## src/core/spi_master_pkg.sv

```systemverilog
/*
  constants and types shared by the serial peripheral bus master.
  assumes a 125 MHz system clock; no bus, all controls are plain ports.
*/
package spi_master_pkg;

  // ------------------------------------------------------------
  // widths and limits
  // ------------------------------------------------------------
  localparam int          DATA_W        = 32;
  localparam int          SEL_W         = 5;
  localparam int          LEN_W         = 5;
  localparam int          DIV_W         = 6;
  localparam int          CFG_W         = 16;
  localparam logic [2:0]  MAX_EXTRA     = 3'h4;
  localparam int          FIFO_DEPTH    = 16;

  // ------------------------------------------------------------
  // fixed transfer length codes (legacy variant)
  // ------------------------------------------------------------
  localparam logic [4:0]  LEN_CODE_8    = 5'h07;
  localparam logic [4:0]  LEN_CODE_16   = 5'h0F;
  localparam logic [4:0]  LEN_CODE_32   = 5'h1F;
  localparam logic [1:0]  WIDTH_VAR     = 2'h0;
  localparam logic [1:0]  WIDTH_8       = 2'h1;
  localparam logic [1:0]  WIDTH_16      = 2'h2;
  localparam logic [1:0]  WIDTH_32      = 2'h3;

  // ------------------------------------------------------------
  // saved configuration field positions
  // ------------------------------------------------------------
  localparam int          CFG_EXTRA_LSB = 0;
  localparam int          CFG_LOWB      = 3;
  localparam int          CFG_INV       = 4;
  localparam int          CFG_TRAIL     = 5;
  localparam int          CFG_DIV_LSB   = 6;
  localparam int          CFG_IRQ       = 12;
  localparam int          CFG_AUTO      = 13;
  localparam int          CFG_DRE       = 14;

  // ------------------------------------------------------------
  // reset values
  // ------------------------------------------------------------
  localparam logic [15:0] CFG_RESET     = 16'h0000;
  localparam logic [4:0]  SEL_RESET     = 5'h00;
  localparam logic [31:0] RX_RESET      = 32'h0000_0000;

  typedef enum logic [1:0] {
    ST_IDLE = 2'b00,
    ST_LEAD = 2'b01,
    ST_TRAIL = 2'b10,
    ST_DONE = 2'b11
  } xfer_state_t;

endpackage

```

## src/core/spi_fifo.sv

```systemverilog
/*
  flop based first-in first-out buffer with valid/ready on both sides.
  assumes a single clock; width and depth shape the storage.
*/
`timescale 1ns/1ns
module spi_fifo #(
  parameter int WIDTH = 32,
  parameter int DEPTH = 16
) (
  input  wire logic             clock,
  input  wire logic             nrst,
  input  wire logic [WIDTH-1:0] in_data,
  input  wire logic             in_valid,
  output logic                  in_ready,
  output logic      [WIDTH-1:0] out_data,
  output logic                  out_valid,
  input  wire logic             out_ready
);

  localparam int AW = $clog2(DEPTH);

  typedef struct packed {
    logic [DEPTH-1:0][WIDTH-1:0] mem;
    logic [AW-1:0]               wp;
    logic [AW-1:0]               rp;
    logic [AW:0]                 cnt;
  } fifo_state_t;

  fifo_state_t f_r;
  fifo_state_t f_nxt;
  logic        push;
  logic        pop;

  always_comb begin
    push  = in_valid && (f_r.cnt != (AW+1)'(DEPTH));
    pop   = out_ready && (f_r.cnt != '0);
    f_nxt = f_r;
    if (push) begin
      f_nxt.mem[f_r.wp] = in_data;
      f_nxt.wp          = f_r.wp + 1'b1;
    end
    if (pop) begin
      f_nxt.rp = f_r.rp + 1'b1;
    end
    if (push && !pop) begin
      f_nxt.cnt = f_r.cnt + 1'b1;
    end else if (pop && !push) begin
      f_nxt.cnt = f_r.cnt - 1'b1;
    end
  end

  always_ff @(posedge clock or negedge nrst) begin
    if (!nrst) begin
      f_r <= '0;
    end else begin
      f_r <= f_nxt;
    end
  end

  assign in_ready  = (f_r.cnt != (AW+1)'(DEPTH));
  assign out_valid = (f_r.cnt != '0);
  assign out_data  = f_r.mem[f_r.rp];

endmodule

```

## src/core/spi_master_controller.sv

```systemverilog
/*
  serial peripheral bus master: clock divider, shifter, slave selects,
  continuous receive pacing and a received-word FIFO.
  assumes all control bits are plain ports from the host on the same
  clock, and the slave data input is an asynchronous pin.
*/
//
// Behaviour
// - manual select drives mask at once; auto select only during a transfer
// - only mask bits 0 up to the extra-slave count are honoured
// - stop clears every select line, same as writing mask zero
// - length code is bits minus one, 0 gives 1 bit, 31 gives 32
// - received bits appear right-aligned in a 32-bit word
// - completion interrupt raised per finished transfer when enabled
// - busy reads true while a transfer is in progress
// - fixed 8, 16 and 32 bit starts with matching-width read data
// - continuous mode holds off the next transfer until word is read
// - enabling continuous mode starts transfers by itself
// - disabling continuous mode performs one more transfer then stops
// - reading the word in continuous mode starts the next transfer
// - read-edge delay moves sampling to the other serial clock edge, half a period later or earlier
// - whole configuration is readable as one value and restorable
// - serial clock is system clock over twice divisor; 0 gives the same rate as 1
// - invert sets idle polarity, trailing selects latch edge, modes 0-3
// - extra-slave count 0 to 4, larger values truncate to 4
// - bit order selects low or high bit first
`timescale 1ns/1ns
module spi_master_controller
  import spi_master_pkg::*;
(
  input  wire logic        clock,
  input  wire logic        nrst,
  input  wire logic        cfg_write,
  input  wire logic [2:0]  extra_slave_count,
  input  wire logic        low_bit_first,
  input  wire logic        clock_invert,
  input  wire logic        trailing_edge_latch,
  input  wire logic [5:0]  sclk_divisor,
  input  wire logic        done_irq_on,
  input  wire logic        auto_select_on,
  input  wire logic        read_edge_delay_on,
  input  wire logic        cfg_restore,
  input  wire logic [15:0] cfg_restore_value,
  output logic      [15:0] cfg_saved,
  input  wire logic        select_write,
  input  wire logic [4:0]  select_line_mask,
  input  wire logic        stop,
  input  wire logic        start,
  input  wire logic [1:0]  start_width,
  input  wire logic [4:0]  length_code,
  input  wire logic [31:0] tx_word,
  input  wire logic        cont_write,
  input  wire logic        cont_enable,
  input  wire logic        rx_read,
  output logic      [31:0] rx_word,
  output logic      [15:0] rx_word16,
  output logic      [7:0]  rx_word8,
  output logic             rx_valid,
  output logic             busy,
  output logic             done_irq,
  output logic             sclk,
  output logic             mosi,
  input  wire logic        miso,
  output logic      [4:0]  slave_select
);

  // ------------------------------------------------------------
  // state
  // ------------------------------------------------------------
  typedef struct packed {
    logic [15:0] cfg;
    logic [4:0]  mask;
    xfer_state_t st;
    logic [5:0]  div_cnt;
    logic [4:0]  len;
    logic [5:0]  bit_cnt;
    logic [31:0] tx_sh;
    logic [31:0] rx_sh;
    logic        cont;
    logic        cont_last;
    logic        wait_read;
    logic        sclk;
    logic        mosi;
    logic [4:0]  ss;
    logic        busy;
    logic        irq;
  } ctl_state_t;

  ctl_state_t c_r;
  ctl_state_t c_nxt;
  logic       miso_s;
  logic       fifo_in_ready;
  logic       fifo_push;
  logic [31:0] rx_aligned;
  logic [31:0] fifo_out;
  logic       fifo_valid;

  function automatic logic [4:0] valid_bits(input logic [2:0] cnt);
    logic [2:0] c;
    c = (cnt > MAX_EXTRA) ? MAX_EXTRA : cnt;
    valid_bits = 5'(({1'b0, 5'h1F} >> (3'h4 - c)) >> 1);
    valid_bits = 5'h1F >> (3'h4 - c);
  endfunction

  function automatic logic [4:0] width_code(input logic [1:0] w, input logic [4:0] lc);
    case (w)
      WIDTH_8:  width_code = LEN_CODE_8;
      WIDTH_16: width_code = LEN_CODE_16;
      WIDTH_32: width_code = LEN_CODE_32;
      default:  width_code = lc;
    endcase
  endfunction

  spi_sync3 u_sync (
    .clock (clock),
    .nrst  (nrst),
    .pin   (miso),
    .level (miso_s)
  );

  // ------------------------------------------------------------
  // received word buffer
  // ------------------------------------------------------------
  spi_fifo #(
    .WIDTH (DATA_W),
    .DEPTH (FIFO_DEPTH)
  ) u_fifo (
    .clock     (clock),
    .nrst      (nrst),
    .in_data   (rx_aligned),
    .in_valid  (fifo_push),
    .in_ready  (fifo_in_ready),
    .out_data  (fifo_out),
    .out_valid (fifo_valid),
    .out_ready (rx_read)
  );

  // ------------------------------------------------------------
  // control
  // ------------------------------------------------------------
  logic        lowb;
  logic        inv;
  logic        trail;
  logic        dre;
  logic [5:0]  divv;
  logic        tick;
  logic        sample_lead;
  logic        go;
  logic [4:0]  go_len;
  logic [2:0]  cnt_sat;

  always_comb begin
    c_nxt       = c_r;
    c_nxt.irq   = 1'b0;
    fifo_push   = 1'b0;
    lowb        = c_r.cfg[CFG_LOWB];
    inv         = c_r.cfg[CFG_INV];
    trail       = c_r.cfg[CFG_TRAIL];
    dre         = c_r.cfg[CFG_DRE];
    divv        = c_r.cfg[CFG_DIV_LSB +: DIV_W];
    tick        = (divv == 6'h00) || (c_r.div_cnt == divv - 6'h01);
    // data latched on the leading edge unless trailing; read-edge delay swaps to the other edge
    sample_lead = ~(trail ^ dre);
    rx_aligned  = lowb ? (c_r.rx_sh >> (6'd31 - {1'b0, c_r.len}))
                       : c_r.rx_sh;
    go          = 1'b0;
    go_len      = c_r.len;
    cnt_sat     = (extra_slave_count > MAX_EXTRA) ? MAX_EXTRA : extra_slave_count;

    if (cfg_write) begin
      c_nxt.cfg = {1'b0, read_edge_delay_on, auto_select_on, done_irq_on, sclk_divisor,
                   clock_invert, trailing_edge_latch, low_bit_first, cnt_sat};
      c_nxt.cfg[CFG_INV]   = clock_invert;
      c_nxt.cfg[CFG_TRAIL] = trailing_edge_latch;
    end else if (cfg_restore) begin
      c_nxt.cfg = cfg_restore_value;
    end
    if (stop) begin
      c_nxt.mask = SEL_RESET;
    end else if (select_write) begin
      c_nxt.mask = select_line_mask & valid_bits(c_r.cfg[2:0]);
    end

    if (cont_write) begin
      c_nxt.cont = cont_enable;
      c_nxt.len  = length_code;
      if (!cont_enable && c_r.cont) begin
        c_nxt.cont_last = 1'b1;
        c_nxt.wait_read = 1'b0;
      end
    end

    case (c_r.st)
      ST_IDLE: begin
        if (start) begin
          go     = 1'b1;
          go_len = width_code(start_width, length_code);
        end else if (cont_write && cont_enable && !c_r.cont) begin
          go     = 1'b1;
          go_len = length_code;
        end else if ((c_r.cont && !c_r.wait_read) || c_r.cont_last) begin
          go = fifo_in_ready;
          c_nxt.cont_last = c_r.cont_last && !fifo_in_ready;
        end
        if (go) begin
          c_nxt.st      = ST_LEAD;
          c_nxt.len     = go_len;
          c_nxt.bit_cnt = 6'h00;
          c_nxt.div_cnt = 6'h00;
          c_nxt.rx_sh   = RX_RESET;
          c_nxt.busy    = 1'b1;
          // host right-aligns data; high first starts from the top used bit
          c_nxt.tx_sh   = lowb ? tx_word : (tx_word << (5'd31 - go_len));
          c_nxt.mosi    = lowb ? tx_word[0] : tx_word[go_len];
        end
      end
      ST_LEAD: begin
        c_nxt.div_cnt = tick ? 6'h00 : c_r.div_cnt + 6'h01;
        if (tick) begin
          c_nxt.sclk = ~inv;
          c_nxt.st   = ST_TRAIL;
          // trailing latch: later bits leave on the leading edge
          if (trail && c_r.bit_cnt != 6'h00) begin
            c_nxt.tx_sh = lowb ? (c_r.tx_sh >> 1) : (c_r.tx_sh << 1);
            c_nxt.mosi  = lowb ? c_r.tx_sh[1] : c_r.tx_sh[30];
          end
          if (sample_lead) begin
            c_nxt.rx_sh = lowb ? {miso_s, c_r.rx_sh[31:1]} : {c_r.rx_sh[30:0], miso_s};
          end
        end
      end
      ST_TRAIL: begin
        c_nxt.div_cnt = tick ? 6'h00 : c_r.div_cnt + 6'h01;
        if (tick) begin
          c_nxt.sclk    = inv;
          c_nxt.bit_cnt = c_r.bit_cnt + 6'h01;
          if (!sample_lead) begin
            c_nxt.rx_sh = lowb ? {miso_s, c_r.rx_sh[31:1]} : {c_r.rx_sh[30:0], miso_s};
          end
          // leading latch: next bit leaves on the trailing edge
          if (!trail) begin
            c_nxt.tx_sh = lowb ? (c_r.tx_sh >> 1) : (c_r.tx_sh << 1);
            c_nxt.mosi  = lowb ? c_r.tx_sh[1] : c_r.tx_sh[30];
          end
          c_nxt.st    = (c_r.bit_cnt == {1'b0, c_r.len}) ? ST_DONE : ST_LEAD;
        end
      end
      ST_DONE: begin
        fifo_push       = 1'b1;
        c_nxt.busy      = 1'b0;
        c_nxt.irq       = c_r.cfg[CFG_IRQ];
        c_nxt.wait_read = c_r.cont && !(cont_write && !cont_enable);
        c_nxt.st        = ST_IDLE;
      end
      default: c_nxt.st = ST_IDLE;
    endcase

    if (c_r.wait_read && rx_read) begin
      c_nxt.wait_read = 1'b0;
    end
    if (c_r.st == ST_IDLE && !go) begin
      c_nxt.sclk = c_nxt.cfg[CFG_INV];
    end
    // manual selects follow the mask, auto only while a frame runs
    if (c_nxt.cfg[CFG_AUTO]) begin
      c_nxt.ss = (c_nxt.st != ST_IDLE) ? c_nxt.mask : SEL_RESET;
    end else begin
      c_nxt.ss = c_nxt.mask;
    end
  end

  always_ff @(posedge clock or negedge nrst) begin
    if (!nrst) begin
      c_r <= '0;
    end else begin
      c_r <= c_nxt;
    end
  end

  // ------------------------------------------------------------
  // outputs
  // ------------------------------------------------------------
  typedef struct packed {
    logic [31:0] rx;
    logic        vld;
  } out_state_t;

  out_state_t o_r;
  out_state_t o_nxt;

  always_comb begin
    o_nxt     = o_r;
    o_nxt.rx  = fifo_out;
    o_nxt.vld = fifo_valid && !(rx_read && o_r.vld);
  end

  always_ff @(posedge clock or negedge nrst) begin
    if (!nrst) begin
      o_r <= '0;
    end else begin
      o_r <= o_nxt;
    end
  end

  assign cfg_saved    = c_r.cfg;
  assign rx_word      = o_r.rx;
  assign rx_word16    = o_r.rx[15:0];
  assign rx_word8     = o_r.rx[7:0];
  assign rx_valid     = o_r.vld;
  assign busy         = c_r.busy;
  assign done_irq     = c_r.irq;
  assign sclk         = c_r.sclk;
  assign mosi         = c_r.mosi;
  assign slave_select = c_r.ss;

endmodule

```

## src/core/spi_sync3.sv

```systemverilog
/*
  three flip-flop input synchroniser; a change is taken once the
  second and third stages agree. assumes an asynchronous input pin.
*/
`timescale 1ns/1ns
module spi_sync3 (
  input  wire logic clock,
  input  wire logic nrst,
  input  wire logic pin,
  output logic      level
);

  typedef struct packed {
    logic [2:0] sh;
    logic       lvl;
  } sync_state_t;

  sync_state_t s_r;
  sync_state_t s_nxt;

  always_comb begin
    s_nxt    = s_r;
    s_nxt.sh = {s_r.sh[1:0], pin};
    if (s_r.sh[1] == s_r.sh[2]) begin
      s_nxt.lvl = s_r.sh[2];
    end
  end

  always_ff @(posedge clock or negedge nrst) begin
    if (!nrst) begin
      s_r <= '0;
    end else begin
      s_r <= s_nxt;
    end
  end

  assign level = s_r.lvl;

endmodule
```

## config.mk

```make
export PLATFORM = sky130hd
export DESIGN_NAME = spi_master_controller
export DESIGN_NICKNAME = d
export VERILOG_FILES = /design/src/core/spi_master_pkg.sv /design/src/core/spi_fifo.sv /design/src/core/spi_master_controller.sv /design/src/core/spi_sync3.sv
export SDC_FILE = /design/constraint.sdc
export NUM_CORES = 2
export LEC_CHECK = 0
export ABC_AREA = 1
export BUFFER_PORTS_ARGS = -buffer_cell sky130_fd_sc_hd__buf_2
export CAP_MARGIN = 20
export CORE_MARGIN = 10
export CORE_UTILIZATION = 40
export DETAILED_ROUTE_END_ITERATION = 12
export SLEW_MARGIN = 15
export SYNTH_ARGS = -nofsm -noshare
export SYNTH_HDL_FRONTEND = slang
export SYNTH_SLANG_ARGS = --single-unit
```

## constraint.sdc

```tcl
create_clock -name clock -period 7.2 [get_ports clock]
set_input_delay 1.44 -clock clock [delete_from_list [all_inputs] [get_ports clock]]
set_output_delay 1.44 -clock clock [all_outputs]
set_load 0.03 [all_outputs]
```

==> impl_results.md <==
- Sequential fraction of design power: 30.9%
- Vias in the first global route: 29593
- Slew margin rel.: 16.7%
- Fillers: 8935
- Port Buffers: 167
- Pwr/cell area: 370 mW/mm^2
- Drc violations: 0
- CTS tree: built
- P_sw: 0.00638 W
- Kind of critical path: in2reg
- Syn_nets: 4596
- Startpoint types: primary input
- Synth area leaders: dfrtp_1 47%, nand2_1 11%, o21ai_0 8.1%, nand3_1 5.7%, a21oi_1 4.5%
- Int Pwr: 0.00830 W
- Routed Wire Length: 112000 um
- Outcome: completed
- Clock buffer depth: 3
- CP Data Required Time: 7.71 ns
- Drt first pass iters: 6
- Combined flip-flop and latch cell area: 0.0170 sq mm
- Nets: 4523
- Logic gate share of total power: 40.7%
- Synth area leader: dfrtp_1
- Reg clk slew, reported paths: 0.07 ns
- Final Hold Vio Count: 0
- Setup crit end kind: flop
- Die W: 320 um
- Netlist cell types: 64
- Initial antenna violation count: 2
- Power Total: 0.0147 W
- Most common flop cell mapped by yosys: dfrtp_1
- Vias/cell: 5.47
- Hold buffer count at CTS: 0
- Dpl hpwl: 67000 um
- Post_cts resized: 0
- Clock group share of total power: 28.5%
- Worst Hold Class: reg2reg
- Commonest non-fill, non-tap cell in the layout: nand2_1
- CTS Sinks: 678
- Area after DPL: 0.0369 sq mm
- Achievable clock frequency: 288 MHz
- Number of max-cap violations: 0
- CTS Buf Count: 78
- Largest net degree at the start of global routing: 229
- Syn Inst Count: 4488
- Num ports: 168
- Final period util: 48.3%
- Row cnt: 109
- Design Area, Final: 0.0396 sq mm
- Final worst-path setup slack: 3.72 ns
- N_diodes: 0
- Most frequent cells in the layout: 1083 x nand2_1, 673 x dfrtp_1, 585 x o21ai_0
- Area added between synthesis and finish: 10.0%
- Die area: 0.102 sq mm
- Syn Area/Cell: 8.02 sq um
- Tmin final: 3.48 ns
- ANT nets after route: 0
- Ys Warns: 0
- Routed vias: 30841
- Layout cells sized above 1: 13.3%
- Post-Syn Area: 0.0360 sq mm
- Post-Route Setup TNS: 0 ns
- Setup WS pre-CTS: 3.09 ns
- Setup bufs post-CTS: 0
- Switching part of the total: 43.5%
- Gpl congestion: 0.915
- Post-synth EDFFs: 0
- Multi-input gate area: 0.0157 sq mm
- Initial core utilization: 40.5%
- Routed WL per cell: 19.8 um
- Final setup violation count: 0
- Total GRT Usage: 21.3%
- Sequential cell area fraction in the yosys report: 47.1%
- 1st-iter DRT viols: 3149
- Final setup skew: 0.0392 ns
- First-pass GRT wire length: 175000 um
- Global route overflow: 0
- CTS root buf: clkbuf_16
- Tightest Pin Transition: 1.25 ns
- Critical Path AT: 3.98 ns
- RSZ-0062 raised after global routing: false
- Die H: 320 um
- Core outline area: 0.0889 sq mm
- Fin. max-slew vios: 0
- Crit path max fanout: 36
- Synth top area share: 47.1%
- Htree depth: 3
- Max rail drop VDD: 0.000295 V
- Ys async rst share: 100%
- Pleak: 18.6 nW
- Flops & latches, synth: 678
- Later-pin clock latency in the skew report: 0.65 ns
-- cells in the mapped netlist (3+ instances only) --
master / instances
inv_2: 14
nand2_1: 1084
a21oi_1: 325
o221ai_2: 4
o21ai_2: 29
xor2_1: 13
inv_1: 403
nor2_2: 12
clkbuf_1: 165
o21ai_0: 585
a21oi_2: 4
nor3_1: 21
nand4_1: 7
o211ai_1: 25
nand2_2: 9
dfrtp_1: 678
clkinv_1: 3
a31oi_1: 3
nand3_1: 412
o211ai_2: 8
buf_6: 21
buf_4: 74
nand3_2: 6
buf_1: 30
mux2_2: 135
nor2_1: 89
o22ai_1: 60
a22oi_1: 7
mux2i_1: 16
ha_1: 21
o21ai_1: 93
o21a_1: 11
buf_2: 75
xnor2_1: 5
a22o_1: 3
-- area by class of cell --
type	instances	share of cell area [%]
Sequential cell	678	42.9
Clock buffer	107	5.61
Tap cell	1165	3.68
Clock inverter	30	1.16
Multi-Input combinational cell	3024	39.5
Timing Repair Buffer	212	3.15
Inverter	421	4.01
-- path summary, 6_finish.rpt --
check	start	slack [ns]	to	cells past startpoint
hold / removal	u_sync.s_nxt[2]	0.36	u_sync.s_nxt[3]	0
setup reg to reg	c_r[94]	3.79	u_fifo.f_r[273]	7
min in group asynchronous	nrst	0.82	rx_word[8]	1
hold reg to reg	u_sync.s_nxt[2]	0.36	u_sync.s_nxt[3]	0
setup / recovery	cont_write	3.72	mosi	14
max in group asynchronous	nrst	4.86	u_fifo.f_r[392]	2
-- stage by stage --
stage               util (%)  hold slack (ns)  cells
floorplan                  -            0.331   4488
global placement        41.5            0.341   5499
detailed placement      41.5            0.347   5500
CTS                     44.5            0.359   5637
global route            44.6            0.378   5637
finish                  44.6            0.359   5637
-- power groups by stage --
| stage | logic (W) | registers [W] | clock network [W] |
|---|---|---|---|
| floorplan | 0.00431 | 0.00460 | 0 |
| CTS | 0.00593 | 0.00453 | 0.00426 |
| global placement | 0.00593 | 0.00459 | 0 |
| global route | 0.00658 | 0.00458 | 0.00441 |
| finish | 0.00597 | 0.00453 | 0.00418 |
| detailed placement | 0.00591 | 0.00460 | 0 |
-- per-layer routing --
metal / global-route usage, % / routed length, um / vias to the layer above
met2: 34.7 / 51500 / 971
met4: 5.86 / 2590 / 0
met5: 0 / 0 / -
met1: 29.3 / 50600 / 15052
li1: - / - / 14647
met3: 3.19 / 7000 / 171
-- critical path, cell delays in order --
cell and delay (ns):
buf_2 0.21, nand3_4 0.14, nand2_1 0.09, nand2_1 0.05, nand2_1 0.07, nand2_2 0.41
inv_2 0.68, nand3_1 0.19, nand3_1 0.15, nand3_1 0.13, nand3_1 0.18, nand3_1 0.09
nand2_1 0.07, a21oi_1 0.07
-- sequential cells by signal (all words and copies together), names as in the netlist, 2 cells and up --
name and count:
rx_word 32, c_r 91, u_sync.s_nxt 2, slave_select 5, cfg_saved 16, u_fifo.f_r 525
-- cell families after synthesis --
family	count (synthesis)	synth area share, %
DFF	678	47.1
buffers and inverters	786	9.67
muxes	151	4.67
xor gates and xnor gates	19	0.500
AOI/OAI and AO/OA	1172	17.7
adders and majority gates	23	0.813
and+or+nand+nor	1659	19.5
(Power assumes the default switching activity.)
